$ cat src/tcad_map.svh
// constants for the type-c attach and orientation detect block
// Function
// RL1: DFP open/open: watch both, power off
// RL2: DFP Rd/open: bus power, watch line a
// RL3: DFP open/Rd: bus power, watch line b
// RL4: DFP Ra/open: watch b attach, a detach
// RL5: DFP open/Ra: watch a attach, b detach
// RL6: DFP Ra/Rd: bus and cable power a
// RL7: DFP Rd/Ra: bus and cable power b
// RL8: Rd/Rd debug, Ra/Ra audio, either detaches
// RL9: DFP drives pullup, attach below threshold
// RL10: advertise default, 1.5 A or 3 A
// RL11: below active-cable threshold means Ra
// RL12: disconnect when watched line rises above
// RL13: UFP presents trimmed pulldown, waits pullup
// RL14: UFP attach taken from bus voltage
// RL15: UFP decodes offered current from pullup
// RL16: dead-battery pulldown until switched to trimmed
// RL17: grounded straps give high impedance lines
// RL18: automatic 5 V switch current limit
// RL19: 5 V switch current reading made available
// RL20: 5 V switch sources only, reverse limited
// RL21: decode state, event on attach change
`ifndef TCAD_MAP_SVH
`define TCAD_MAP_SVH
`define TCAD_ADV_DEFAULT 2'h0
`define TCAD_ADV_1P5 2'h1
`define TCAD_ADV_3P0 2'h2
`define TCAD_ILIM_RST 12'hFFF
`define TCAD_DEBOUNCE_NS 100000
`define TCAD_CLK_NS 10
`define TCAD_DEBOUNCE_CYC (`TCAD_DEBOUNCE_NS / `TCAD_CLK_NS)
`endif

$ cat src/tcad_pkg.sv
// types for the type-c attach and orientation detect block
package tcad_pkg;
  // termination seen on one line
  typedef enum logic [1:0] {TERM_OPEN, TERM_RD, TERM_RA} tcad_term_t;
  typedef enum logic [3:0] {
    ST_IDLE, ST_UFP_A, ST_UFP_B, ST_CBL_A, ST_CBL_B, ST_CBL_UFP_A,
    ST_CBL_UFP_B, ST_DEBUG, ST_AUDIO, ST_SNK_WAIT, ST_SNK_ATT
  } tcad_state_t;
  typedef struct packed {
    tcad_state_t state;
    tcad_term_t term_a;
    tcad_term_t term_b;
    logic [16:0] deb_cnt;
    logic bus_pwr;
    logic cable_pwr_a;
    logic cable_pwr_b;
    logic watch_a;
    logic watch_b;
    logic attached;
    logic event_p;
    logic [1:0] snk_adv;
    logic trimmed;
    logic limiting;
    logic [11:0] isense;
  } tcad_regs_t;
endpackage : tcad_pkg
$ cat src/tcad_detect.sv
// attach, orientation and 5 V switch control for a type-c port
`timescale 1ns/1ns
`include "tcad_map.svh"
//////////////////////////////////////////////////////////////////////
// overview
// each configuration line feeds two comparators: below the attach
// threshold means some pulldown is present, below the active-cable
// threshold means the deeper Ra pulldown. the pair of terminations is
// debounced as a whole and then decoded into one connection state.
// as a source the state picks bus power, cable power and which lines
// stay watched. the pullups follow the watched lines, so a line that
// no longer matters is not loaded.
// as a sink the state follows bus voltage only; the line levels are
// used just to decode the current offered by the far end.
// the 5 V switch limit compares the converter reading with the limit
// input every cycle; the real clamp is analogue, this flag only tells
// firmware that limiting is active.
// limitation: the debounce length is a fixed macro, so a slower core
// clock needs the header changed to keep the same settle time.
//////////////////////////////////////////////////////////////////////
module tcad_detect (
  input wire logic core_clk,
  input wire logic rst_b,
  input wire logic clk_en,
  // role and advertised level
  input wire logic role_dfp,
  input wire logic [1:0] adv_level,
  // line comparators
  input wire logic below_attach_a,
  input wire logic below_attach_b,
  input wire logic below_cable_a,
  input wire logic below_cable_b,
  input wire logic [1:0] snk_level_a,
  input wire logic [1:0] snk_level_b,
  // sink side and pulldown control
  input wire logic vbus_present,
  input wire logic fw_use_trimmed,
  input wire logic straps_grounded,
  // 5 V switch sense
  input wire logic [11:0] five_volt_current_limit,
  input wire logic [11:0] sw_current_adc,
  input wire logic sw_reverse,
  // line terminations presented
  output logic [1:0] pullup_level,
  output logic pullup_en_a,
  output logic pullup_en_b,
  output logic trimmed_pulldown_en,
  output logic dead_battery_pulldown_en,
  // power and connection status
  output logic bus_power_en,
  output logic cable_power_a,
  output logic cable_power_b,
  output logic watch_a,
  output logic watch_b,
  output logic attached,
  output logic orient_b,
  output logic [3:0] conn_state,
  output logic [1:0] snk_adv,
  // firmware event and switch status
  output logic attach_event,
  output logic sw_limit,
  output logic sw_off_reverse,
  output logic [11:0] five_volt_current
);
  localparam int unsigned DEB = `TCAD_DEBOUNCE_CYC;
  tcad_pkg::tcad_regs_t r_q, r_d;
  tcad_pkg::tcad_term_t ta, tb;
  logic was_att;

  //////////////////////////////////////////////////////////////////////
  // termination decode per line
  // RL11 cable threshold means Ra
  always_comb begin
    // Ra pulls lower than Rd, so check the deeper threshold first
    ta = below_cable_a ? tcad_pkg::TERM_RA :
         below_attach_a ? tcad_pkg::TERM_RD : tcad_pkg::TERM_OPEN;
    tb = below_cable_b ? tcad_pkg::TERM_RA :
         below_attach_b ? tcad_pkg::TERM_RD : tcad_pkg::TERM_OPEN;
  end

  //////////////////////////////////////////////////////////////////////
  // next-state logic
  always_comb begin
    r_d = r_q;
    r_d.event_p = 1'b0;
    was_att = r_q.attached;
    r_d.term_a = ta;
    r_d.term_b = tb;
    // debounce: pair must hold steady before the state follows it
    if (ta != r_q.term_a || tb != r_q.term_b) begin
      r_d.deb_cnt = 17'h00000;
    end else if (r_q.deb_cnt < 17'(DEB)) begin
      r_d.deb_cnt = r_q.deb_cnt + 17'h00001;
    end
    if (!role_dfp) begin
      // RL13 sink waits for pullup
      // RL14 bus voltage marks attach
      r_d.state = vbus_present ? tcad_pkg::ST_SNK_ATT :
                  tcad_pkg::ST_SNK_WAIT;
      // RL15 decode offered current
      r_d.snk_adv = (snk_level_a > snk_level_b) ? snk_level_a : snk_level_b;
    end else if (r_q.deb_cnt == 17'(DEB)) begin
      // RL21 pair decoded to one state
      unique case ({r_q.term_a, r_q.term_b})
        // RL1 nothing attached
        {tcad_pkg::TERM_OPEN, tcad_pkg::TERM_OPEN}:
          r_d.state = tcad_pkg::ST_IDLE;
        // RL2 sink on line a
        {tcad_pkg::TERM_RD, tcad_pkg::TERM_OPEN}:
          r_d.state = tcad_pkg::ST_UFP_A;
        // RL3 sink on line b
        {tcad_pkg::TERM_OPEN, tcad_pkg::TERM_RD}:
          r_d.state = tcad_pkg::ST_UFP_B;
        // RL4 cable on line a
        {tcad_pkg::TERM_RA, tcad_pkg::TERM_OPEN}:
          r_d.state = tcad_pkg::ST_CBL_A;
        // RL5 cable on line b
        {tcad_pkg::TERM_OPEN, tcad_pkg::TERM_RA}:
          r_d.state = tcad_pkg::ST_CBL_B;
        // RL6 cable a, sink b
        {tcad_pkg::TERM_RA, tcad_pkg::TERM_RD}:
          r_d.state = tcad_pkg::ST_CBL_UFP_A;
        // RL7 cable b, sink a
        {tcad_pkg::TERM_RD, tcad_pkg::TERM_RA}:
          r_d.state = tcad_pkg::ST_CBL_UFP_B;
        // RL8 accessory classes
        {tcad_pkg::TERM_RD, tcad_pkg::TERM_RD}:
          r_d.state = tcad_pkg::ST_DEBUG;
        {tcad_pkg::TERM_RA, tcad_pkg::TERM_RA}:
          r_d.state = tcad_pkg::ST_AUDIO;
        default: r_d.state = tcad_pkg::ST_IDLE;
      endcase
      // RL12 watched line opening means detach
      if (r_q.attached && r_q.watch_a && !r_q.watch_b &&
          r_q.term_a == tcad_pkg::TERM_OPEN) begin
        r_d.state = tcad_pkg::ST_IDLE;
      end
      if (r_q.attached && r_q.watch_b && !r_q.watch_a &&
          r_q.term_b == tcad_pkg::TERM_OPEN) begin
        r_d.state = tcad_pkg::ST_IDLE;
      end
      // RL8 either line open ends accessory
      if ((r_q.state == tcad_pkg::ST_DEBUG ||
           r_q.state == tcad_pkg::ST_AUDIO) &&
          (r_q.term_a == tcad_pkg::TERM_OPEN ||
           r_q.term_b == tcad_pkg::TERM_OPEN)) begin
        r_d.state = tcad_pkg::ST_IDLE;
      end
    end else if (r_q.state inside {tcad_pkg::ST_SNK_WAIT,
                                   tcad_pkg::ST_SNK_ATT}) begin
      r_d.state = tcad_pkg::ST_IDLE;
    end
    // outputs decoded from next state; every state lists all six so a
    // new state cannot quietly inherit power from the defaults
    r_d.bus_pwr = 1'b0;
    r_d.cable_pwr_a = 1'b0;
    r_d.cable_pwr_b = 1'b0;
    r_d.watch_a = 1'b1;
    r_d.watch_b = 1'b1;
    r_d.attached = 1'b0;
    unique case (r_d.state)
      // RL1 both watched, no power
      tcad_pkg::ST_IDLE: begin
        r_d.bus_pwr = 1'b0;
        r_d.cable_pwr_a = 1'b0;
        r_d.cable_pwr_b = 1'b0;
        r_d.watch_a = 1'b1;
        r_d.watch_b = 1'b1;
        r_d.attached = 1'b0;
      end
      // RL2 watch a
      tcad_pkg::ST_UFP_A: begin
        r_d.bus_pwr = 1'b1;
        r_d.cable_pwr_a = 1'b0;
        r_d.cable_pwr_b = 1'b0;
        r_d.watch_a = 1'b1;
        r_d.watch_b = 1'b0;
        r_d.attached = 1'b1;
      end
      // RL3 watch b
      tcad_pkg::ST_UFP_B: begin
        r_d.bus_pwr = 1'b1;
        r_d.cable_pwr_a = 1'b0;
        r_d.cable_pwr_b = 1'b0;
        r_d.watch_a = 1'b0;
        r_d.watch_b = 1'b1;
        r_d.attached = 1'b1;
      end
      // RL4 both watched, no power yet
      tcad_pkg::ST_CBL_A: begin
        r_d.bus_pwr = 1'b0;
        r_d.cable_pwr_a = 1'b0;
        r_d.cable_pwr_b = 1'b0;
        r_d.watch_a = 1'b1;
        r_d.watch_b = 1'b1;
        r_d.attached = 1'b0;
      end
      // RL5 both watched, no power yet
      tcad_pkg::ST_CBL_B: begin
        r_d.bus_pwr = 1'b0;
        r_d.cable_pwr_a = 1'b0;
        r_d.cable_pwr_b = 1'b0;
        r_d.watch_a = 1'b1;
        r_d.watch_b = 1'b1;
        r_d.attached = 1'b0;
      end
      // RL6 power cable on a, watch b
      tcad_pkg::ST_CBL_UFP_A: begin
        r_d.bus_pwr = 1'b1;
        r_d.cable_pwr_a = 1'b1;
        r_d.cable_pwr_b = 1'b0;
        r_d.watch_a = 1'b0;
        r_d.watch_b = 1'b1;
        r_d.attached = 1'b1;
      end
      // RL7 power cable on b, watch a
      tcad_pkg::ST_CBL_UFP_B: begin
        r_d.bus_pwr = 1'b1;
        r_d.cable_pwr_a = 1'b0;
        r_d.cable_pwr_b = 1'b1;
        r_d.watch_a = 1'b1;
        r_d.watch_b = 1'b0;
        r_d.attached = 1'b1;
      end
      // RL8 accessories: no power, both lines watched for detach
      tcad_pkg::ST_DEBUG, tcad_pkg::ST_AUDIO: begin
        r_d.bus_pwr = 1'b0;
        r_d.cable_pwr_a = 1'b0;
        r_d.cable_pwr_b = 1'b0;
        r_d.watch_a = 1'b1;
        r_d.watch_b = 1'b1;
        r_d.attached = 1'b1;
      end
      // RL13 sink waiting for a source
      tcad_pkg::ST_SNK_WAIT: begin
        r_d.bus_pwr = 1'b0;
        r_d.cable_pwr_a = 1'b0;
        r_d.cable_pwr_b = 1'b0;
        r_d.watch_a = 1'b1;
        r_d.watch_b = 1'b1;
        r_d.attached = 1'b0;
      end
      // RL14 sink attached by bus voltage
      tcad_pkg::ST_SNK_ATT: begin
        r_d.bus_pwr = 1'b0;
        r_d.cable_pwr_a = 1'b0;
        r_d.cable_pwr_b = 1'b0;
        r_d.watch_a = 1'b1;
        r_d.watch_b = 1'b1;
        r_d.attached = 1'b1;
      end
      // unused codes fall back to a safe, unpowered idle
      default: begin
        r_d.bus_pwr = 1'b0;
        r_d.cable_pwr_a = 1'b0;
        r_d.cable_pwr_b = 1'b0;
        r_d.watch_a = 1'b1;
        r_d.watch_b = 1'b1;
        r_d.attached = 1'b0;
      end
    endcase
    // RL21 event on attach change
    if (r_d.attached != was_att) begin
      r_d.event_p = 1'b1;
    end
    // RL16 dead-battery pulldown until firmware trims
    if (fw_use_trimmed) begin
      r_d.trimmed = 1'b1;
    end
    // RL18 limit whenever current exceeds
    r_d.limiting = sw_current_adc > five_volt_current_limit;
    // RL19 reading registered for firmware
    r_d.isense = sw_current_adc;
  end

  //////////////////////////////////////////////////////////////////////
  // state register; clock enable freezes everything
  always_ff @(posedge core_clk or negedge rst_b) begin
    if (!rst_b) begin
      r_q <= '0;
      r_q.watch_a <= 1'b1;
      r_q.watch_b <= 1'b1;
    end else if (clk_en) begin
      r_q <= r_d;
    end
  end

  //////////////////////////////////////////////////////////////////////
  // pin-facing outputs
  // RL9 RL10 pullup at advertised level
  assign pullup_level = adv_level;
  assign pullup_en_a = role_dfp && r_q.watch_a;
  assign pullup_en_b = role_dfp && r_q.watch_b;
  // RL17 grounded straps leave lines floating
  assign trimmed_pulldown_en = !role_dfp && r_q.trimmed && !straps_grounded;
  assign dead_battery_pulldown_en = !role_dfp && !r_q.trimmed &&
                                    !straps_grounded;
  assign bus_power_en = r_q.bus_pwr && role_dfp;
  assign cable_power_a = r_q.cable_pwr_a;
  assign cable_power_b = r_q.cable_pwr_b;
  assign watch_a = r_q.watch_a;
  assign watch_b = r_q.watch_b;
  assign attached = r_q.attached;
  assign orient_b = r_q.state == tcad_pkg::ST_UFP_B ||
                    r_q.state == tcad_pkg::ST_CBL_UFP_A;
  assign conn_state = r_q.state;
  assign snk_adv = r_q.snk_adv;
  assign attach_event = r_q.event_p && clk_en;
  assign sw_limit = r_q.limiting;
  // RL20 reverse flow opens the switch
  assign sw_off_reverse = sw_reverse;
  assign five_volt_current = r_q.isense;
endmodule : tcad_detect

$ cat config.mk
export PLATFORM = sky130hd
export DESIGN_NAME = tcad_detect
export DESIGN_NICKNAME = d
export VERILOG_FILES = /design/src/tcad_pkg.sv /design/src/tcad_detect.sv
export VERILOG_INCLUDE_DIRS = /design/src
export SDC_FILE = /design/constraint.sdc
export NUM_CORES = 1
export LEC_CHECK = 0
export BUFFER_PORTS_ARGS = -buffer_cell sky130_fd_sc_hd__buf_2
export CORE_MARGIN = 3
export CORE_UTILIZATION = 25
export CTS_CLUSTER_DIAMETER = 40
export DETAILED_ROUTE_END_ITERATION = 10
export GPL_ROUTABILITY_DRIVEN = 0
export SYNTH_ARGS = -nofsm -noshare
export SYNTH_HDL_FRONTEND = slang
export SYNTH_SLANG_ARGS = --single-unit
$ cat constraint.sdc
create_clock -name core_clk -period 4.87 [get_ports core_clk]
set_input_delay 0.487 -clock core_clk [delete_from_list [all_inputs] [get_ports core_clk]]
set_output_delay 0.487 -clock core_clk [all_outputs]
set_load 0.005 [all_outputs]
Word-level counts from Yosys, hierarchy flattened

Memories as Yosys holds them, arrays and structs flattened.
Cells that the tools add are included.

$add $sub $neg: 1
Magnitude comparators: 3
Eq/ne operators: 10
Muxes and demuxes: 15
Bitwise operators: 1
Reductions and logical operators: 31

Operators with widths:

| cell                                                         | count |
|---|---|
| two-way mux 17 bit                                           | 2 |
| two-way mux 4 bit                                            | 6 |
| adder 17 x 1 -> 17 bit, second input constant                | 1 |
| == test 17 x 14 -> 1 bit, second input constant              | 1 |
| less-than comparator 17 x 14 -> 1 bit, second input constant | 1 |
| logical AND 1 bit                                            | 15 |
| == test 4 bit, second input constant                         | 3 |
| greater-than comparator 12 bit                               | 1 |
| == test 4 x 3 -> 1 bit, second input constant                | 2 |
| two-way mux 2 bit                                            | 4 |
| AND reduction 2 bit                                          | 3 |
| logical NOT 1 bit                                            | 5 |
| == test 4 x 2 -> 1 bit, second input constant                | 1 |
| logical NOT 2 bit                                            | 2 |
| logical OR 1 bit                                             | 4 |
| != test 2 bit                                                | 2 |
| nonzero test 2 bit                                           | 2 |
| two-way mux 1 bit                                            | 3 |
| greater-than comparator 2 bit                                | 1 |
| != test 1 bit                                                | 1 |
| inverter 1 bit                                               | 1 |

Register bits: 48
Bits in read-only memories: 160
Bits of input ports: 42
Output and inout port bits: 34
Word-level logic and storage cells: 78
Memories kept: 2

Memories:

| memory           | words | bits a word | read ports | clocked after memory_dff | write ports | RTL line           | text |
|---|---|---|---|---|---|---|---|
| (name not given) | 16    | 6           | 1          | 0                        | 0           | tcad_detect.sv:161 | `unique case (r_d.state)` |
| (name not given) | 16    | 4           | 1          | 0                        | 0           | tcad_detect.sv:104 | `unique case ({r_q.term_a, r_q.term_b})` |

Depth between registers and ports, before layout

Gate-level depths: netlist of run 1.
An unclocked memory read counts as a cell.

Depth in word-level cells: 11
Gate-level depth with buffers: 13
Mapped depth without buffers: 13

Worst setup path after synthesis of run 1

No wires, ideal clock.

Kind: flip-flop to flip-flop
Start: reg r_q, in the netlist conn_state[0]
End: reg r_q[16] in the netlist's numbering
Library setup time: 0.104 ns
Arrival time: 2.555 ns
Required time: 4.766 ns
Slack: 2.210 ns
Stages on the path, launching flop included: 14
Buffers on the path: 1
Period minus slack after synthesis: 2.660 ns
Cell sequence: dfrtp_1 -> buf_6 -> or4b_4 -> and3_1 -> o21bai_1 -> a32oi_1 -> mux2i_1 -> a21o_1 -> inv_1 -> ha_1 -> inv_1 -> mux2i_1 -> a211o_1 -> o311ai_1

RTL lines:

| element                  | RTL line           | text |
|---|---|---|
| start: declaration       | tcad_detect.sv:66  | `tcad_pkg::tcad_regs_t r_q, r_d;` |
| start signal: assignment | tcad_detect.sv:284 | `r_q <= r_d;` |

==> results.json, run 1 <==
{
  "ys_ff_latch": 48,
  "worst_pin_slew_ns": 1.07,
  "area_delta_synth_final_pct": 16.8,
  "synth.area.mux_share_pct": 7.03,
  "seq_area_frac_synth_pct": 38.4,
  "ir_drop_mv": 0.175,
  "cts_tree": "built",
  "vias_per_cell": 4.60,
  "setup_slack_ns": 1.99,
  "p_per_area_nw_per_um2": 290,
  "htreeDepth": 2,
  "yosys.area.top_type_share_pct": 36.7,
  "cts_buffer_depth": 2,
  "setup_tns_ns": 0,
  "max_freq_mhz": 347,
  "finalCritPeriodShare_pct": 59.2,
  "synthArstFlopShare_pct": 100,
  "final_cells": 541,
  "cp-end-kind": "flop",
  "post-route-drc-count": 0,
  "max_stage_delay_ns": 0.60,
  "rsz0062_at_grt": "no",
  "std_cell_rows": 40,
  "cts_resized": 0,
  "arrival_ns": 3.06,
  "nets": 437,
  "coreArea_um2": 12100,
  "finalMaxSlewViolations": 0,
  "synth_fp_nets": 389,
  "hpwlAfterDp_mm": 5.11,
  "ys.flop_type": "dfrtp_1",
  "path_class": "flop to flop",
  "antennaDiodeCount": 0,
  "grt_max_degree": 49,
  "hp-class": "input port to async pin",
  "die_h_um": 118,
  "synth_fa_ha_area_share_pct": 9.18,
  "seq_area_um2": 1200,
  "syn_avg_cell_area_um2": 9.67,
  "finalCriticalPeriod_ns": 2.88,
  "netlist_instances": 324,
  "dr.pass1.iters": 4,
  "status": "finished, final reports clean",
  "synthesis.area_um2": 3130,
  "ctsHoldBuffers": 0,
  "clk_pin_slew_ns": 0.07,
  "grt_first_pass_wirelength_mm": 11.6,
  "ys_types": 61,
  "maxCapViolCount": 0,
  "cp_top_family": "compound AO/OA/AOI/OAI gates",
  "antenna_found_initial": 0,
  "path_buf_inv": 2,
  "power.leakage_nw": 1.74,
  "relSlewSlack_pct": 28.4,
  "grt.total_usage_pct": 9.83,
  "die_x_um": 118,
  "drt_wl_total_mm": 6.77,
  "ant_nets": 0,
  "layout-drive-gt1-share_pct": 28.4,
  "power_mw": 1.06,
  "synth_edf_count": 0,
  "n_fill_cell": 1294,
  "slowest_stage": "or4b_4",
  "vias": 2488,
  "drt_first_iter_violations": 99,
  "grt_pass1_vias": 2469,
  "yosys.area.top_type": "dfrtp_1",
  "wl_per_cell_um": 12.5,
  "finalClockSkew_ns": 0.00689,
  "cts.sinks": 48,
  "synth-simple-area-share_pct": 16.6,
  "portBuffers": 69,
  "synth_compound_area_share_pct": 15.6,
  "startpoint_type": "flop",
  "setup_viol": 0,
  "dp.cells": 533,
  "cp.required_ns": 5.05,
  "synth_xor_xnor_area_share_pct": 3.35,
  "cts_root_buf": "clkbuf_16",
  "ios": 76,
  "path_cells": "or4b_4, and3_1, o21bai_1, a32oi_1, mux2i_1, a21o_1, inv_1, ha_1, inv_1, mux2i_1, a211o_1, o311ai_1",
  "synthTopCellsByArea": "dfrtp_1 (37%), ha_1 (9.2%), mux2_2 (5.7%), buf_4 (5.0%), inv_1 (3.5%)",
  "cts_buffers": 5,
  "postCtsSetupRepairBufs": 0,
  "finalHoldViolations": 0,
  "clkLatencyLatePin_ns": 0.28,
  "place_ws_ns": 1.80,
  "start_util_pct": 25.9,
  "yosys_warnings": 0,
  "cp_max_fo": 9,
  "grt-ovfl-total": 0,
  "final_util_pct": 30.2,
  "synth_top_family_by_area": "simple AND/OR/NAND/NOR gates",
  "die-area_um2": 13900,
  "multi_input_comb_area_um2": 1630
}
==> synth_stat cells, types with 4 or more instances <==
| master | instances |
|---|---|
| mux2i_1 | 4 |
| and3_1 | 6 |
| xor2_1 | 7 |
| inv_1 | 29 |
| dfrtp_1 | 46 |
| nor3_1 | 4 |
| nor2_1 | 29 |
| a21o_1 | 7 |
| a22o_1 | 4 |
| ha_1 | 23 |
| o21ai_0 | 17 |
| nand3b_1 | 6 |
| xnor2_1 | 5 |
| a21oi_1 | 12 |
| nand2_1 | 18 |
| nand3_1 | 5 |
| and2_1 | 4 |
| mux2_2 | 16 |
| nand4_1 | 5 |
| buf_4 | 21 |
==> per-stage QoR <==
step | hold WS, ns | cell area (um^2)
global placement | 0.466 | 3500
floorplan | 0.191 | 3130
finish | 0.396 | 3660
CTS | 0.403 | 3660
detailed placement | 0.469 | 3500
global route | 0.400 | 3660
==> state kept, by name, summed over array words and instances (netlist names) <==
register and count:
conn_state 4, cable_power_a 1, five_volt_current 12, attached 1, cable_power_b 1, watch_b 1, r_q 24, watch_a 1
sw_limit 1, snk_adv 2
==> worst reg2reg max path: cells and delay by family, from the launching register on <==
| kind | cells | cell delay (ns) |
|---|---|---|
| fa+ha+maj | 1 | 0.24 |
| simple gates | 2 | 0.80 |
| buf+inv | 2 | 0.15 |
| flops | 1 | 0.47 |
| mux | 2 | 0.18 |
| compound gates | 5 | 0.95 |
==> report_power, final <==
part           switching [mW]  internal [mW]
registers              0.0304          0.430
logic                   0.110          0.104
clock network           0.145          0.242
total                   0.285          0.776
==> layout make-up <==
| type | count | area share (%) |
|---|---|---|
| flip-flops and latches | 48 | 32.9 |
| repair buffers | 69 | 9.43 |
| clock buffers | 6 | 3.52 |
| inverters | 30 | 3.08 |
| well taps | 168 | 5.74 |
| clock inverters | 2 | 0.957 |
| multi-input cells | 218 | 44.4 |
==> path summary, 6_finish.rpt <==
check                                          start                          endpoint  slack, ns  depth (start not counted)
min in group core_clk                 fw_use_trimmed               r_q[13]$_DFFE_PN0P_       0.41                          2
max reg2reg                conn_state[0]$_DFFE_PN0P_               r_q[16]$_DFFE_PN0P_       1.99                         12
min                                            rst_b  five_volt_current[5]$_DFFE_PN0P_       0.40                          1
max                        conn_state[0]$_DFFE_PN0P_               r_q[16]$_DFFE_PN0P_       1.99                         12
min reg2reg                      r_q[13]$_DFFE_PN0P_               r_q[13]$_DFFE_PN0P_       0.48                          1
max in group asynchronous                      rst_b         conn_state[1]$_DFFE_PN0P_       3.81                          1
==> kinds of logic after synthesis <==
| logic type | count (synthesis) |
|---|---|
| simple gates | 96 |
| flops | 48 |
| xor+xnor | 12 |
| fa+ha+maj | 23 |
| buf+inv | 58 |
| compound gates | 67 |
| mux | 20 |
==> metal layers <==
layer | routed length, um | GRT usage [%]
met5 | 0 | 0
met4 | 95 | 2.86
met3 | 385 | 2.74
met2 | 3110 | 16.0
met1 | 3190 | 12.7
==> cells in the final DEF, fill, tap and decap left out, types with 2 or more instances in the layout <==
| cell type | instances |
|---|---|
| nand3b_1 | 6 |
| a21oi_1 | 12 |
| o21a_1 | 3 |
| buf_2 | 69 |
| a21o_1 | 7 |
| nand2_1 | 18 |
| and2_1 | 4 |
| inv_1 | 29 |
| nand3_1 | 5 |
| xnor2_1 | 5 |
| a22oi_1 | 2 |
| dfstp_2 | 2 |
| a31oi_1 | 3 |
| mux2_2 | 16 |
| nor2_1 | 29 |
| nor2b_1 | 3 |
| nor3b_1 | 2 |
| nand4_1 | 5 |
| dfrtp_1 | 46 |
| xor2_1 | 7 |
| clkbuf_16 | 5 |
| a22o_1 | 4 |
| mux2i_1 | 4 |
| nor3_1 | 4 |
| o21ai_0 | 17 |
| o22a_1 | 2 |
| and3_1 | 6 |
| or3_1 | 3 |
| ha_1 | 23 |
Note: power is estimated with default switching activity, not from simulation.
==> run 2: changes to the inputs <==
clock period = 2.6 ns   (was 4.87 ns; I/O delays follow)
==> run 2 against run 1 <==
  * Wire length rose by 2.8%
  * Register-to-register slack lost 2.0 ns
  * Maximum frequency is 12% higher
  * Critical path type unchanged
  * Largest cell class unchanged
==> results.json, run 2 (synthesis gave the netlist of run 1 again) <==
{
  "setup_viol": 0,
  "rsz0062_at_grt": "yes",
  "max_stage_delay_ns": 0.55,
  "grt_pass1_vias": 2527,
  "hpwlAfterDp_mm": 5.42,
  "grt_max_degree": 49,
  "nets": 459,
  "drt_first_iter_violations": 102,
  "finalCritPeriodShare_pct": 98.6,
  "start_util_pct": 25.9,
  "p_per_area_nw_per_um2": 517,
  "vias": 2474,
  "dr.pass1.iters": 4,
  "slowest_stage": "or4b_4",
  "cp.required_ns": 2.77,
  "portBuffers": 69,
  "finalMaxSlewViolations": 0,
  "antenna_found_initial": 0,
  "die-area_um2": 13900,
  "clkLatencyLatePin_ns": 0.28,
  "relSlewSlack_pct": 27.8,
  "cts.sinks": 48,
  "grt.total_usage_pct": 10.0,
  "max_freq_mhz": 390,
  "grt_first_pass_wirelength_mm": 11.8,
  "power.leakage_nw": 1.84,
  "startpoint_type": "flop",
  "cts_buffer_depth": 2,
  "path_buf_inv": 2,
  "drt_wl_total_mm": 6.96,
  "ir_drop_mv": 0.237,
  "finalHoldViolations": 0,
  "largest_register_ffs": 24,
  "clk_pin_slew_ns": 0.07,
  "place_ws_ns": 0.00471,
  "post-route-drc-count": 0,
  "ios": 76,
  "cts_buffers": 5,
  "layout-drive-gt1-share_pct": 33.8,
  "ant_nets": 0,
  "cp-end-kind": "flop",
  "coreArea_um2": 12100,
  "status": "finished, final reports clean",
  "vias_per_cell": 4.40,
  "n_fill_cell": 1261,
  "hp-class": "input port to async pin",
  "path_class": "flop to flop",
  "worst_pin_slew_ns": 1.08,
  "setup_slack_ns": 0.0358,
  "cp_max_fo": 3,
  "die_x_um": 118,
  "regMostFlops": "r_q",
  "die_h_um": 118,
  "cp_top_family": "compound AO/OA/AOI/OAI gates",
  "maxCapViolCount": 0,
  "layout_common_cells": "buf_2 (69), dfrtp_1 (46), nor2_1 (29)",
  "htreeDepth": 2,
  "cts_root_buf": "clkbuf_16",
  "area_delta_synth_final_pct": 22.4,
  "antennaDiodeCount": 0,
  "finalClockSkew_ns": 0.00642,
  "finalCriticalPeriod_ns": 2.56,
  "std_cell_rows": 40,
  "arrival_ns": 2.74,
  "dp.cells": 555,
  "wl_per_cell_um": 12.4,
  "cts_tree": "built",
  "path_cells": "or4b_4, and3_4, o21bai_1, a32oi_1, mux2i_1, a21o_1, inv_2, ha_4, inv_2, mux2i_1, a211o_1, o311ai_1",
  "grt-ovfl-total": 0,
  "layout_commonest_cell": "buf_2",
  "final_cells": 562
}
-- run 2: cell types whose count changed in the layout (fill, tap and decap cells not counted), sizes merged --
| cell | before | now |
|---|---|---|
| bufinv | 1 | 0 |
| clkbuf | 6 | 7 |
| buf | 69 | 91 |
| clkinv | 2 | 1 |
-- run 2: final timing paths --
path	cells past startpoint	start	endpoint	slack [ns]
max in group asynchronous	1	rst_b	attached$_DFFE_PN0P_	1.76
max	12	conn_state[1]$_DFFE_PN0P_	r_q[16]$_DFFE_PN0P_	0.04
min	1	rst_b	five_volt_current[4]$_DFFE_PN0P_	0.18
min in group core_clk	2	fw_use_trimmed	r_q[13]$_DFFE_PN0P_	0.18
max reg2reg	12	conn_state[1]$_DFFE_PN0P_	r_q[16]$_DFFE_PN0P_	0.04
min reg2reg	1	r_q[13]$_DFFE_PN0P_	r_q[13]$_DFFE_PN0P_	0.49
-- run 2: area by class of cell --
type / instances / area [um^2] / share of cell area (%)
inverter: 30 / 113 / 2.93
sequential: 48 / 1200 / 31.4
tap: 168 / 210 / 5.48
multi-input combinational: 218 / 1650 / 42.9
clock buffer: 7 / 153 / 3.98
timing repair buffer: 91 / 510 / 13.3
-- run 2: report_power, final --
group	internal, mW	leakage [nW]	switching, mW
sequential	0.806	0.608	0.0348
combinational	0.234	1.16	0.242
clock	0.404	0.0760	0.261
-- run 2: per-layer routing --
layer	up-vias	wire, um	global-route usage [%]
li1	1255	-	-
met1	1155	3320	13.1
met2	62	3270	17.0
met3	2	345	2.64
met4	0	23	1.61
met5	-	0	0
-- run 2: per-stage QoR --
| step | setup TNS [ns] | instance area (um^2) | utilization (%) | hold WS (ns) | power (mW) |
|---|---|---|---|---|---|
| global route | -0.146 | 3840 | 31.7 | 0.205 | 2.10 |
| global placement | 0 | 3670 | 30.3 | 0.458 | 1.32 |
| floorplan | 0 | 3140 | - | -0.0356 | 1.18 |
| finish | 0 | 3840 | 31.7 | 0.176 | 1.98 |
| detailed placement | 0 | 3670 | 30.3 | 0.465 | 1.33 |
| CTS | 0 | 3830 | 31.6 | 0.181 | 2.01 |
-- run 2: repair_timing --
| item | 4_1_cts | 5_1_grt |
|---|---|---|
| resized for setup | 2 | 2 |
| hold buffers | 0 | 0 |
| setup buffers | 0 | 0 |
| setup endpoints to repair | 1 | 2 |
| pin swaps | 2 | 1 |
-- run 2: worst reg2reg max path: cells and delay by family, from the launching register on --
family | cells | cell delay [ns]
AO/OA/AOI/OAI | 5 | 0.86
AND/OR/NAND/NOR | 2 | 0.74
flip-flops | 1 | 0.38
adder cells (fa/ha/maj) | 1 | 0.20
multiplexers | 2 | 0.17
buffers and inverters | 2 | 0.11
